`config.mk`:
```
export PLATFORM = sky130hd
export DESIGN_NAME = adc_boundary_scan_check
export DESIGN_NICKNAME = d
export VERILOG_FILES = /design/src/core/afe_scan_pkg.sv /design/src/core/afe_if.sv /design/src/core/adc_boundary_scan_check.sv /design/src/core/afe_front_end.sv
export SDC_FILE = /design/constraint.sdc
export NUM_CORES = 1
export LEC_CHECK = 0
export ABC_AREA = 0
export BUFFER_PORTS_ARGS = -buffer_cell sky130_fd_sc_hd__buf_2
export CAP_MARGIN = 20
export CORE_AREA = 5 5 142 144
export DETAILED_ROUTE_END_ITERATION = 10
export DIE_AREA = 0 0 147 149
export PLACE_DENSITY = 0.75
export SLEW_MARGIN = 5
export SYNTH_ARGS = -nofsm -noshare
export SYNTH_HDL_FRONTEND = slang
export SYNTH_HIERARCHICAL = 1
export SYNTH_SLANG_ARGS = --single-unit
```
`constraint.sdc`:
```
create_clock -name aclk -period 2.9 [get_ports aclk]
set_input_delay 0.58 -clock aclk [delete_from_list [all_inputs] [get_ports aclk]]
set_output_delay 0.58 -clock aclk [all_outputs]
set_load 0.005 [all_outputs]
```
`src/core/afe_scan_pkg.sv`:
```
// constants and types for the scan-controlled converter front end
//
// Functional notes
// - latch low precharges with result, high holds
// - probe enable routes x10 stage to pin
// - reference select high uses supply voltage
// - three minus-select bits pick negative input
// - power-on runs 10-comparison dummy (normal mode only; skipped in scan mode), 200ns wait
// - sample while hold low, hold while high
// - 10-bit comparison value, bit 9 MSB
package afe_scan_pkg;
   // -----------------------------------------------------------
   // register map
   // -----------------------------------------------------------
   localparam int ADDR_W = 8;
   localparam logic [5:0] IDX_CTRL = 6'h00;
   localparam logic [5:0] IDX_VALUE = 6'h01;
   localparam logic [5:0] IDX_STAT = 6'h02;
   localparam int CTL_CHAN = 0;
   localparam int CTL_NEG = 8;
   localparam int CTL_HOLD = 11;
   localparam int CTL_LRN = 12;
   localparam int CTL_PWR = 13;
   localparam int CTL_VREF = 14;
   localparam int CTL_PROBE = 15;
   localparam int CTL_PASS = 16;
   localparam int CTL_SPD = 17;
   localparam int CTL_AMP = 18;
   localparam int CTL_SCAN = 31;
   localparam int STAT_COMP = 0;
   localparam int STAT_BUSY = 1;
   localparam int STAT_READY = 2;
   localparam int STAT_SCAN = 3;
   localparam logic [1:0] RESP_OK = 2'h0;
   localparam logic [1:0] RESP_ERR = 2'h2;
   // -----------------------------------------------------------
   // front-end controls, packed in scan order (bit 0 first)
   // -----------------------------------------------------------
   localparam int VAL_W = 10;
   localparam int CHAN_W = 8;
   localparam int NEG_W = 3;
   typedef struct packed {
      logic converter_power_on;
      logic gain_stage_power;
      logic [VAL_W-1:0] comparison_value;
      logic sample_hold;
      logic [CHAN_W-1:0] channel_select;
      logic [NEG_W-1:0] minus_input_select;
      logic gain_pass_gate_on;
      logic comparator_latch_reset_n;
      logic switchcap_probe_on;
      logic gain_speedup;
      logic supply_reference_select;
   } ctl_t;
   localparam int CTL_W = $bits(ctl_t);
   localparam int SCAN_LEN = CTL_W + 1;
   localparam logic [VAL_W-1:0] VALUE_MID = 10'h200;
   localparam logic [CHAN_W-1:0] CHAN_IDLE = 8'h01;
   localparam logic [NEG_W-1:0] NEG_IDLE = 3'h0;
   localparam ctl_t CTL_IDLE = '{1'b0, 1'b0, VALUE_MID, 1'b1, CHAN_IDLE,
      NEG_IDLE, 1'b1, 1'b1, 1'b0, 1'b0, 1'b0};
   // -----------------------------------------------------------
   // timing
   // -----------------------------------------------------------
   localparam int CLK_NS = 20;
   localparam int SETTLE_NS = 200;
   localparam int SETTLE_CYC = (SETTLE_NS + CLK_NS - 1) / CLK_NS;
   localparam int DUMMY_CMP = 10;
endpackage

```
`src/core/afe_if.sv`:
```
// link between the scan/register logic and the converter front end
`timescale 1ns/10ps
interface afe_if;
   import afe_scan_pkg::*;
   ctl_t ctl;
   logic [VAL_W-1:0] level;
   logic normal;
   logic comp;
   logic busy;
   logic ready;
   modport ctl_side (output ctl, level, normal, input comp, busy, ready);
   modport fe_side (input ctl, level, normal, output comp, busy, ready);
endinterface

```
`src/core/adc_boundary_scan_check.sv`:
```
// scan-chain and register control of the converter front end
`timescale 1ns/10ps
module adc_boundary_scan_check (
   input wire logic aclk, // system clock, 50 MHz
   input wire logic aresetn, // sync reset, active low
   input wire logic awvalid, // write address valid
   output logic awready, // write address ready
   input wire logic [afe_scan_pkg::ADDR_W-1:0] awaddr, // write address
   input wire logic wvalid, // write data valid
   output logic wready, // write data ready
   input wire logic [31:0] wdata, // write data
   input wire logic [3:0] wstrb, // write byte strobes
   output logic bvalid, // write response valid
   input wire logic bready, // write response ready
   output logic [1:0] bresp, // write response
   input wire logic arvalid, // read address valid
   output logic arready, // read address ready
   input wire logic [afe_scan_pkg::ADDR_W-1:0] araddr, // read address
   output logic rvalid, // read data valid
   input wire logic rready, // read data ready
   output logic [31:0] rdata, // read data
   output logic [1:0] rresp, // read response
   input wire logic tck, // test clock pin
   input wire logic tdi, // scan data in pin
   input wire logic scan_shift, // high: shift on test clock rise
   input wire logic scan_update, // high: update on test clock rise
   output logic tdo, // scan data out pin
   input wire logic [afe_scan_pkg::VAL_W-1:0] sample_level, // analog level
   output logic probe_to_ch4, // x10 stage routed to channel 4 pin
   output logic supply_ref_on, // supply used as reference
   output logic [afe_scan_pkg::NEG_W-1:0] minus_select // negative input
);
   import afe_scan_pkg::*;

   // ------------------------------------------------------------
   // pin synchronisers
   // ------------------------------------------------------------
   logic [3:0] pin_m_ff, pin_s_ff;
   logic tck_d_ff;
   logic [VAL_W-1:0] lvl_m_ff, lvl_s_ff;
   logic tck_rise, tck_fall, tdi_s, shift_s, update_s;

   // level is assumed quasi-static while it is sampled
   always_ff @(posedge aclk) begin
      if (!aresetn) begin
         pin_m_ff <= 4'h0;
         pin_s_ff <= 4'h0;
         tck_d_ff <= 1'b0;
         lvl_m_ff <= '0;
         lvl_s_ff <= '0;
      end else begin
         pin_m_ff <= {scan_update, scan_shift, tdi, tck};
         pin_s_ff <= pin_m_ff;
         tck_d_ff <= pin_s_ff[0];
         lvl_m_ff <= sample_level;
         lvl_s_ff <= lvl_m_ff;
      end
   end

   assign tck_rise = pin_s_ff[0] && !tck_d_ff;
   assign tck_fall = !pin_s_ff[0] && tck_d_ff;
   assign tdi_s = pin_s_ff[1];
   assign shift_s = pin_s_ff[2];
   assign update_s = pin_s_ff[3];

   // ------------------------------------------------------------
   // scan cells
   // ------------------------------------------------------------
   afe_if fe_bus ();
   logic [SCAN_LEN-1:0] chain_ff, nxt_chain;
   ctl_t upd_ff, nxt_upd;
   ctl_t act_ff, nxt_act;
   logic tdo_ff, nxt_tdo;
   logic scan_mode_ff;
   ctl_t ctl_ff;

   always_comb begin
      nxt_chain = chain_ff;
      nxt_upd = upd_ff;
      nxt_tdo = tdo_ff;
      if (tck_rise) begin
         if (update_s)
            nxt_upd = ctl_t'(chain_ff[CTL_W-1:0]);
         else if (shift_s)
            nxt_chain = {tdi_s, chain_ff[SCAN_LEN-1:1]};
         else
            // result of the previous step leaves on this shift
            nxt_chain = {fe_bus.comp, act_ff};
      end
      if (tck_fall)
         nxt_tdo = chain_ff[0];
      nxt_act = scan_mode_ff ? upd_ff : ctl_ff;
   end

   always_ff @(posedge aclk) begin
      if (!aresetn) begin
         chain_ff <= '0;
         upd_ff <= CTL_IDLE;
         act_ff <= CTL_IDLE;
         tdo_ff <= 1'b0;
      end else begin
         chain_ff <= nxt_chain;
         upd_ff <= nxt_upd;
         act_ff <= nxt_act;
         tdo_ff <= nxt_tdo;
      end
   end

   // ------------------------------------------------------------
   // analog-facing outputs
   // ------------------------------------------------------------
   logic probe_ff, vref_ff;
   logic [NEG_W-1:0] neg_ff;

   // one negative source at a time is left to the controller
   always_ff @(posedge aclk) begin
      if (!aresetn) begin
         probe_ff <= 1'b0;
         vref_ff <= 1'b0;
         neg_ff <= NEG_IDLE;
      end else begin
         probe_ff <= act_ff.switchcap_probe_on;
         vref_ff <= act_ff.supply_reference_select;
         neg_ff <= act_ff.minus_input_select;
      end
   end

   assign fe_bus.ctl = act_ff;
   assign fe_bus.level = lvl_s_ff;
   assign fe_bus.normal = !scan_mode_ff;

   afe_front_end u_fe (
      .aclk (aclk),
      .aresetn (aresetn),
      .fe (fe_bus.fe_side)
   );

   // ------------------------------------------------------------
   // register slave
   // ------------------------------------------------------------
   logic aw_hold_ff, nxt_aw_hold, w_hold_ff, nxt_w_hold;
   logic [5:0] waddr_ff, nxt_waddr;
   logic [31:0] wdata_ff, nxt_wdata;
   logic [3:0] wstrb_ff, nxt_wstrb;
   logic bvalid_ff, nxt_bvalid, rvalid_ff, nxt_rvalid;
   logic [1:0] bresp_ff, nxt_bresp, rresp_ff, nxt_rresp;
   logic [31:0] rdata_ff, nxt_rdata;
   logic awready_ff, wready_ff, arready_ff;
   logic nxt_awready, nxt_wready, nxt_arready;
   logic scan_nxt;
   ctl_t ctl_nxt;
   logic [31:0] wmask, ctrl_word, cur_word, new_word;

   function automatic logic [31:0] pack_ctrl(ctl_t c, logic s);
      logic [31:0] w;
      w = '0;
      w[CTL_CHAN +: CHAN_W] = c.channel_select;
      w[CTL_NEG +: NEG_W] = c.minus_input_select;
      w[CTL_HOLD] = c.sample_hold;
      w[CTL_LRN] = c.comparator_latch_reset_n;
      w[CTL_PWR] = c.converter_power_on;
      w[CTL_VREF] = c.supply_reference_select;
      w[CTL_PROBE] = c.switchcap_probe_on;
      w[CTL_PASS] = c.gain_pass_gate_on;
      w[CTL_SPD] = c.gain_speedup;
      w[CTL_AMP] = c.gain_stage_power;
      w[CTL_SCAN] = s;
      return w;
   endfunction

   always_comb begin
      wmask = {{8{wstrb_ff[3]}}, {8{wstrb_ff[2]}},
         {8{wstrb_ff[1]}}, {8{wstrb_ff[0]}}};
      ctrl_word = pack_ctrl(ctl_ff, scan_mode_ff);
      cur_word = waddr_ff == IDX_VALUE ?
         {22'h0, ctl_ff.comparison_value} : ctrl_word;
      new_word = (cur_word & ~wmask) | (wdata_ff & wmask);
      nxt_aw_hold = aw_hold_ff;
      nxt_w_hold = w_hold_ff;
      nxt_waddr = waddr_ff;
      nxt_wdata = wdata_ff;
      nxt_wstrb = wstrb_ff;
      nxt_bvalid = bvalid_ff && !bready;
      nxt_bresp = bresp_ff;
      ctl_nxt = ctl_ff;
      scan_nxt = scan_mode_ff;
      if (awvalid && awready_ff) begin
         nxt_aw_hold = 1'b1;
         nxt_waddr = awaddr[7:2];
      end
      if (wvalid && wready_ff) begin
         nxt_w_hold = 1'b1;
         nxt_wdata = wdata;
         nxt_wstrb = wstrb;
      end
      if (aw_hold_ff && w_hold_ff && !bvalid_ff) begin
         nxt_aw_hold = 1'b0;
         nxt_w_hold = 1'b0;
         nxt_bvalid = 1'b1;
         nxt_bresp = RESP_OK;
         case (waddr_ff)
            IDX_CTRL: begin
               ctl_nxt.channel_select = new_word[CTL_CHAN +: CHAN_W];
               ctl_nxt.minus_input_select = new_word[CTL_NEG +: NEG_W];
               ctl_nxt.sample_hold = new_word[CTL_HOLD];
               ctl_nxt.comparator_latch_reset_n = new_word[CTL_LRN];
               ctl_nxt.converter_power_on = new_word[CTL_PWR];
               ctl_nxt.supply_reference_select = new_word[CTL_VREF];
               ctl_nxt.switchcap_probe_on = new_word[CTL_PROBE];
               ctl_nxt.gain_pass_gate_on = new_word[CTL_PASS];
               ctl_nxt.gain_speedup = new_word[CTL_SPD];
               ctl_nxt.gain_stage_power = new_word[CTL_AMP];
               scan_nxt = new_word[CTL_SCAN];
            end
            IDX_VALUE: ctl_nxt.comparison_value = new_word[VAL_W-1:0];
            default: nxt_bresp = RESP_ERR;
         endcase
      end
      nxt_awready = !nxt_aw_hold;
      nxt_wready = !nxt_w_hold;
      nxt_rvalid = rvalid_ff && !rready;
      nxt_rdata = rdata_ff;
      nxt_rresp = rresp_ff;
      if (arvalid && arready_ff) begin
         nxt_rvalid = 1'b1;
         nxt_rresp = RESP_OK;
         case (araddr[7:2])
            IDX_CTRL: nxt_rdata = ctrl_word;
            IDX_VALUE: nxt_rdata = {22'h0, ctl_ff.comparison_value};
            IDX_STAT: begin
               nxt_rdata = 32'h0;
               nxt_rdata[STAT_COMP] = fe_bus.comp;
               nxt_rdata[STAT_BUSY] = fe_bus.busy;
               nxt_rdata[STAT_READY] = fe_bus.ready;
               nxt_rdata[STAT_SCAN] = scan_mode_ff;
            end
            default: begin
               nxt_rdata = 32'h0;
               nxt_rresp = RESP_ERR;
            end
         endcase
      end
      nxt_arready = !nxt_rvalid;
   end

   always_ff @(posedge aclk) begin
      if (!aresetn) begin
         aw_hold_ff <= 1'b0;
         w_hold_ff <= 1'b0;
         waddr_ff <= 6'h0;
         wdata_ff <= 32'h0;
         wstrb_ff <= 4'h0;
         bvalid_ff <= 1'b0;
         bresp_ff <= RESP_OK;
         rvalid_ff <= 1'b0;
         rresp_ff <= RESP_OK;
         rdata_ff <= 32'h0;
         awready_ff <= 1'b0;
         wready_ff <= 1'b0;
         arready_ff <= 1'b0;
         ctl_ff <= CTL_IDLE;
         scan_mode_ff <= 1'b0;
      end else begin
         aw_hold_ff <= nxt_aw_hold;
         w_hold_ff <= nxt_w_hold;
         waddr_ff <= nxt_waddr;
         wdata_ff <= nxt_wdata;
         wstrb_ff <= nxt_wstrb;
         bvalid_ff <= nxt_bvalid;
         bresp_ff <= nxt_bresp;
         rvalid_ff <= nxt_rvalid;
         rresp_ff <= nxt_rresp;
         rdata_ff <= nxt_rdata;
         awready_ff <= nxt_awready;
         wready_ff <= nxt_wready;
         arready_ff <= nxt_arready;
         ctl_ff <= ctl_nxt;
         scan_mode_ff <= scan_nxt;
      end
   end

   assign awready = awready_ff;
   assign wready = wready_ff;
   assign bvalid = bvalid_ff;
   assign bresp = bresp_ff;
   assign arready = arready_ff;
   assign rvalid = rvalid_ff;
   assign rdata = rdata_ff;
   assign rresp = rresp_ff;
   assign tdo = tdo_ff;
   assign probe_to_ch4 = probe_ff;
   assign supply_ref_on = vref_ff;
   assign minus_select = neg_ff;

   // ------------------------------------------------------------
   // checks
   // ------------------------------------------------------------
   update_load_a: assert property (@(posedge aclk)
      disable iff (!aresetn)
      tck_rise && update_s |=> upd_ff == ctl_t'($past(chain_ff[CTL_W-1:0])))
      else $error("update cells not loaded from chain");
   capture_comp_a: assert property (@(posedge aclk)
      disable iff (!aresetn)
      tck_rise && !update_s && !shift_s |=>
      chain_ff[SCAN_LEN-1] == $past(fe_bus.comp))
      else $error("comparator result not captured");
   tdo_out_a: assert property (@(posedge aclk) disable iff (!aresetn)
      tck_fall |=> tdo == $past(chain_ff[0]))
      else $error("scan out not driven on falling edge");
   probe_route_a: assert property (@(posedge aclk)
      disable iff (!aresetn)
      scan_mode_ff && upd_ff.switchcap_probe_on ##1
      scan_mode_ff && upd_ff.switchcap_probe_on |=> probe_to_ch4)
      else $error("probe route not following enable");
   supply_ref_a: assert property (@(posedge aclk)
      disable iff (!aresetn)
      !scan_mode_ff && ctl_ff.supply_reference_select [*3] |->
      supply_ref_on)
      else $error("supply reference not selected");
   minus_sel_a: assert property (@(posedge aclk)
      disable iff (!aresetn)
      $stable(act_ff) |=> minus_select == $past(act_ff.minus_input_select))
      else $error("minus select does not follow controls");
   write_resp_a: assert property (@(posedge aclk) disable iff (!aresetn)
      aw_hold_ff && w_hold_ff && !bvalid_ff |=> bvalid ##0
      (bresp == RESP_ERR) == ($past(waddr_ff) > IDX_VALUE))
      else $error("write response missing or wrong");
endmodule

```
`src/core/afe_front_end.sv`:
```
// converter front end: sample/hold, comparator latch, power-up dummy
`timescale 1ns/10ps
module afe_front_end (
   input wire logic aclk, // system clock
   input wire logic aresetn, // sync reset, active low
   afe_if.fe_side fe // controls in, result out
);
   import afe_scan_pkg::*;
   typedef enum logic [1:0] {off_s, dummy_s, on_s} pwr_t;
   pwr_t pwr_ff, nxt_pwr;
   logic [VAL_W-1:0] held_ff, nxt_held;
   logic comp_ff, nxt_comp;
   logic [4:0] busy_run_ff, nxt_busy_run;
   logic [4:0] cnt_ff, nxt_cnt;
   logic [4:0] settle_ff, nxt_settle;

   always_comb begin
      nxt_held = held_ff;
      nxt_comp = comp_ff;
      nxt_pwr = pwr_ff;
      nxt_cnt = cnt_ff;
      nxt_settle = settle_ff;
      if (!fe.ctl.sample_hold)
         nxt_held = fe.level;
      // latch loads while low so the limit result is readable
      // in the next step; high keeps it through the restore
      if (!fe.ctl.comparator_latch_reset_n)
         // high when the value lies above the held input
         nxt_comp = fe.ctl.comparison_value > held_ff;
      nxt_busy_run = fe.busy ? busy_run_ff + 5'd1 : 5'd0;
      case (pwr_ff)
         off_s: begin
            nxt_settle = 5'd0;
            if (fe.ctl.converter_power_on) begin
               nxt_cnt = 5'd0;
               nxt_pwr = fe.normal ? dummy_s : on_s;
            end
         end
         dummy_s: begin
            nxt_cnt = cnt_ff + 5'd1;
            if (cnt_ff == 5'(DUMMY_CMP - 1))
               nxt_pwr = on_s;
         end
         on_s: ;
         default: nxt_pwr = off_s;
      endcase
      if (pwr_ff != off_s && settle_ff != 5'(SETTLE_CYC))
         nxt_settle = settle_ff + 5'd1;
      if (!fe.ctl.converter_power_on)
         nxt_pwr = off_s;
   end

   always_ff @(posedge aclk) begin
      if (!aresetn) begin
         held_ff <= VALUE_MID;
         comp_ff <= 1'b0;
         busy_run_ff <= 5'd0;
         pwr_ff <= off_s;
         cnt_ff <= 5'd0;
         settle_ff <= 5'd0;
      end else begin
         held_ff <= nxt_held;
         comp_ff <= nxt_comp;
         busy_run_ff <= nxt_busy_run;
         pwr_ff <= nxt_pwr;
         cnt_ff <= nxt_cnt;
         settle_ff <= nxt_settle;
      end
   end

   assign fe.comp = comp_ff;
   assign fe.busy = pwr_ff == dummy_s;
   assign fe.ready = pwr_ff == on_s && settle_ff == 5'(SETTLE_CYC);

   sample_track_a: assert property (@(posedge aclk) disable iff (!aresetn)
      !fe.ctl.sample_hold |=> held_ff == $past(fe.level))
      else $error("held level does not track while sampling");
   hold_keep_a: assert property (@(posedge aclk) disable iff (!aresetn)
      fe.ctl.sample_hold |=> $stable(held_ff))
      else $error("held level moved while holding");
   latch_precharge_a: assert property (@(posedge aclk)
      disable iff (!aresetn)
      !fe.ctl.comparator_latch_reset_n |=>
      comp_ff == $past(fe.ctl.comparison_value > held_ff))
      else $error("comparator latch not loaded while low");
   latch_eval_a: assert property (@(posedge aclk) disable iff (!aresetn)
      fe.ctl.comparator_latch_reset_n |=> comp_ff == $past(comp_ff))
      else $error("comparator result not held while high");
   dummy_len_a: assert property (@(posedge aclk) disable iff (!aresetn)
      $fell(fe.busy) && pwr_ff == on_s |-> busy_run_ff == 5'(DUMMY_CMP))
      else $error("dummy conversion length wrong");
   ready_wait_a: assert property (@(posedge aclk) disable iff (!aresetn)
      $rose(fe.ready) |-> $past(fe.ctl.converter_power_on, 10))
      else $error("ready before settling time");
endmodule

```
==> impl_metrics.yaml <==
clocking:
  cts_hold_buf: 0
  cts-root-buf: "clkbuf_16"
  cts.clk_slew.worst_paths_ns: 0.06
  cts_tree: "yes"
  clock_sinks: 235
  cts_buffer_depth: 3
  cts_setup_buffers: 0
  clk_latency_ns: 0.51
  cts_resized: 0
  cts_buffers: 23
  h-tree-depth: 1
timing:
  slew_headroom_pct: 46.3
  worst_slew_pin_slew_ns: 0.806
  setup_slack_ns: 0.933
  finalCriticalPeriod_ns: 1.97
  slew_violations: 0
  clock_skew_ns: 0.0115
  fmax_mhz: 508
  min_period_over_period_pct: 67.8
  rsz0062_at_grt: "false"
  setup_tns_ns: 0
  hold_ws_ns: 0.275
  hold_viol_final: 0
  setup_viol: 0
pwr:
  clock_power_share_pct: 44.5
  comb_power_share_pct: 4.6
  switching_power_mw: 1.45
  pwr_density_cell_mw_per_mm2: 629
  p_sw_share_pct: 22.0
  vdd_drop_max_v: 0.000410
  cellInternalPower_mw: 5.13
  power_leakage_nw: 4.01
  seq_power_share_pct: 50.9
floorplan:
  die_area_mm2: 0.0219
  start_util_pct: 49.5
  die_h_um: 149
  die_w_um: 147
  ios: 120
  coreArea_mm2: 0.0186
  rows: 50
finish:
  n_antenna_cell: 0
  fin_nets: 1147
  fin_area_mm2: 0.0105
  final_util_pct: 56.4
  area_growth_pct: 13.8
  drive_above_1_share_pct: 16.2
grt:
  grt_use_met1_pct: 22.7
  met2_usage_pct: 31.1
  grt_use_met3_pct: 2.31
  grt_overflow_total: 0
  grt_pass1_vias: 6692
  antenna_found_initial: 0
  busiest_layer: "met2"
  grt_pass1_wl_um: 32500
  track_usage_pct: 17.6
  grt_max_degree: 86
logic_synthesis:
  syn_avg_cell_area_um2: 9.18
  synthDistinctLibCells: 59
  syn_inst: 1002
  ys_seq_elements: 235
  ys_seq_area_share_pct: 51.1
  syn-cell-area_mm2: 0.00920
  yosys_warnings: 6
detailed_routing:
  drc_errors: 0
  vias_per_cell: 5.27
  vias: 6915
  drt_first_pass_iters: 5
  ant_nets: 0
  wl_um: 19600
  avgRoutedWirePerCell_um: 14.9
  drtIter0Drc: 435
worst_hold_path:
  worstHoldPathType: "in2reg"
worst_setup_path:
  cp.required_ns: 3.34
  crit_path_end_kind: "flop"
  path_class: "reg2reg"
  setup.worst_path.start_class: "flop"
  worstPathArrival_ns: 2.41
  path_max_fanout: 19
place:
  pre_cts_slack_ns: 0.842
  io_buffers: 89
  hpwl_um: 13200
  finalWeightedCongestion: 0.758
  place_area_mm2: 0.00972
job:
  timing.max_cap.violations: 0
outcome:
  status: "finished, final reports clean"
## kinds of logic (layout without fill, tap and decap cells)
kind of cell             Yosys count  in the layout  share of synthesized area (%)
XOR/XNOR                           4              4                          0.381
adder cells (fa/ha/maj)           14             14                           1.90
buffers and inverters            104            166                           5.25
flip-flops                       235            235                           51.1
AO/OA/AOI/OAI                    184            184                           13.0
multiplexers                      83             83                           9.07
AND/OR/NAND/NOR                  377            377                           19.2
other                              1             14                         0.0408
## routing by layer
metal / routed length (µm) / vias to the layer above
li1: - / 3524
met1: 8720 / 3211
met2: 9600 / 153
met3: 915 / 27
met4: 346 / 0
met5: 0 / -
## cell usage in the layout, fill, tap and decap left out, drive strengths merged, types with 5 or more instances in the layout
cell type,Yosys,routed
nand2,165,165
nand3,40,40
nand4,7,7
conb,1,14
clkinv,0,9
or3,10,10
o21ai,15,15
nor2,89,89
o22ai,9,9
a31o,8,8
buf,42,103
dfxtp,235,235
a22o,10,10
a31oi,5,5
ha,14,14
and2,37,37
a211oi,34,34
nand2b,7,7
o211ai,10,10
a21oi,81,81
mux2i,80,80
clkbuf,41,30
inv,21,22
## stage by stage
stage / std cells / power [mW]
floorplan: 1015 / 3.63
global placement: 1269 / 3.72
detailed placement: 1269 / 3.72
CTS: 1311 / 6.63
global route: 1311 / 6.82
finish: 1311 / 6.58
## power by group through the flow
| stage | sequential [mW] | clock, mW | combinational [mW] |
|---|---|---|---|
| 2_1_floorplan | 3.40 | 0 | 0.231 |
| 3_3_place_gp | 3.42 | 0 | 0.299 |
| 3_5_place_dp | 3.42 | 0 | 0.305 |
| 4_1_cts | 3.35 | 2.98 | 0.307 |
| 5_1_grt | 3.36 | 3.12 | 0.343 |
| 6_report | 3.35 | 2.93 | 0.305 |
## state kept, by name (all words and copies together) (netlist names), 5 cells and up
| register | cells |
|---|---|
| wdata_ff | 20 |
| ctl_ff | 29 |
| fe_bus.level | 10 |
| u_fe/settle_ff | 5 |
| u_fe/cnt_ff | 5 |
| lvl_m_ff | 10 |
| upd_ff | 29 |
| rdata | 20 |
| waddr_ff | 6 |
| u_fe/held_ff | 10 |
| act_ff | 29 |
| chain_ff | 30 |
## path summary, 6_finish.rpt
| path | start | endpoint | slack [ns] | cells after the start |
|---|---|---|---|---|
| hold / removal | scan_shift | pin_m_ff[2] | 0.28 | 2 |
| setup / recovery | waddr_ff[5] | ctl_ff[0] | 0.93 | 6 |
| setup reg to reg | waddr_ff[5] | ctl_ff[0] | 0.93 | 6 |
| hold reg to reg | lvl_m_ff[4] | fe_bus.level[4] | 0.43 | 1 |
## critical path, stage by stage (launching register included)
cell,delay [ns]
dfxtp_1,0.33
nor3_4,0.17
buf_4,0.25
and3_1,0.63
buf_4,0.27
nand3_1,0.09
a21oi_1,0.15
## synthesized netlist by cell type (all sizes together)
| library cell | instances | area, µm² |
|---|---|---|
| dfxtp | 235 | 4700 |
| nand2 | 165 | 622 |
| nor2 | 89 | 334 |
| a21oi | 81 | 424 |
| mux2i | 80 | 801 |
| buf | 42 | 250 |
| clkbuf | 41 | 154 |
| nand3 | 40 | 200 |
| and2 | 37 | 231 |
| a211oi | 34 | 260 |
| inv | 21 | 78.8 |
| o21ai | 15 | 75.1 |
| ha | 14 | 175 |
| a22o | 10 | 87.6 |
| o211ai | 10 | 75.1 |
| or3 | 10 | 63.8 |
| o22ai | 9 | 56.3 |
| a31o | 8 | 70.1 |
| nand2b | 7 | 53.8 |
| nand4 | 7 | 50.1 |
| a31oi | 5 | 31.3 |
| a22oi | 3 | 22.5 |
| and3 | 3 | 18.8 |
| and3b | 3 | 27.5 |
| mux2 | 3 | 33.8 |
| nand3b | 3 | 22.5 |
| nor3 | 3 | 26.3 |
| nor3b | 3 | 32.5 |
| a2111oi | 2 | 30.0 |
| a311oi | 2 | 17.5 |
| and4bb | 2 | 25.0 |
| nor2b | 2 | 12.5 |
| nor4 | 2 | 33.8 |
| xnor2 | 2 | 17.5 |
| xor2 | 2 | 17.5 |
| a32oi | 1 | 8.76 |
| conb | 1 | 3.75 |
| nand4bb | 1 | 11.3 |
| o2111ai | 1 | 8.76 |
| o21bai | 1 | 7.51 |
| o221ai | 1 | 8.76 |
| o41ai | 1 | 16.3 |
## area by class of cell
| cell class | instances | area (µm²) |
|---|---|---|
| clock buffers | 30 | 632 |
| clock inverters | 12 | 114 |
| fillers | 1613 | 8110 |
| inverters | 21 | 81.3 |
| multi-input cells | 676 | 4070 |
| flip-flops and latches | 235 | 4710 |
| well taps | 234 | 293 |
| repair buffers | 103 | 576 |
Power figures use the tool's default switching activity.
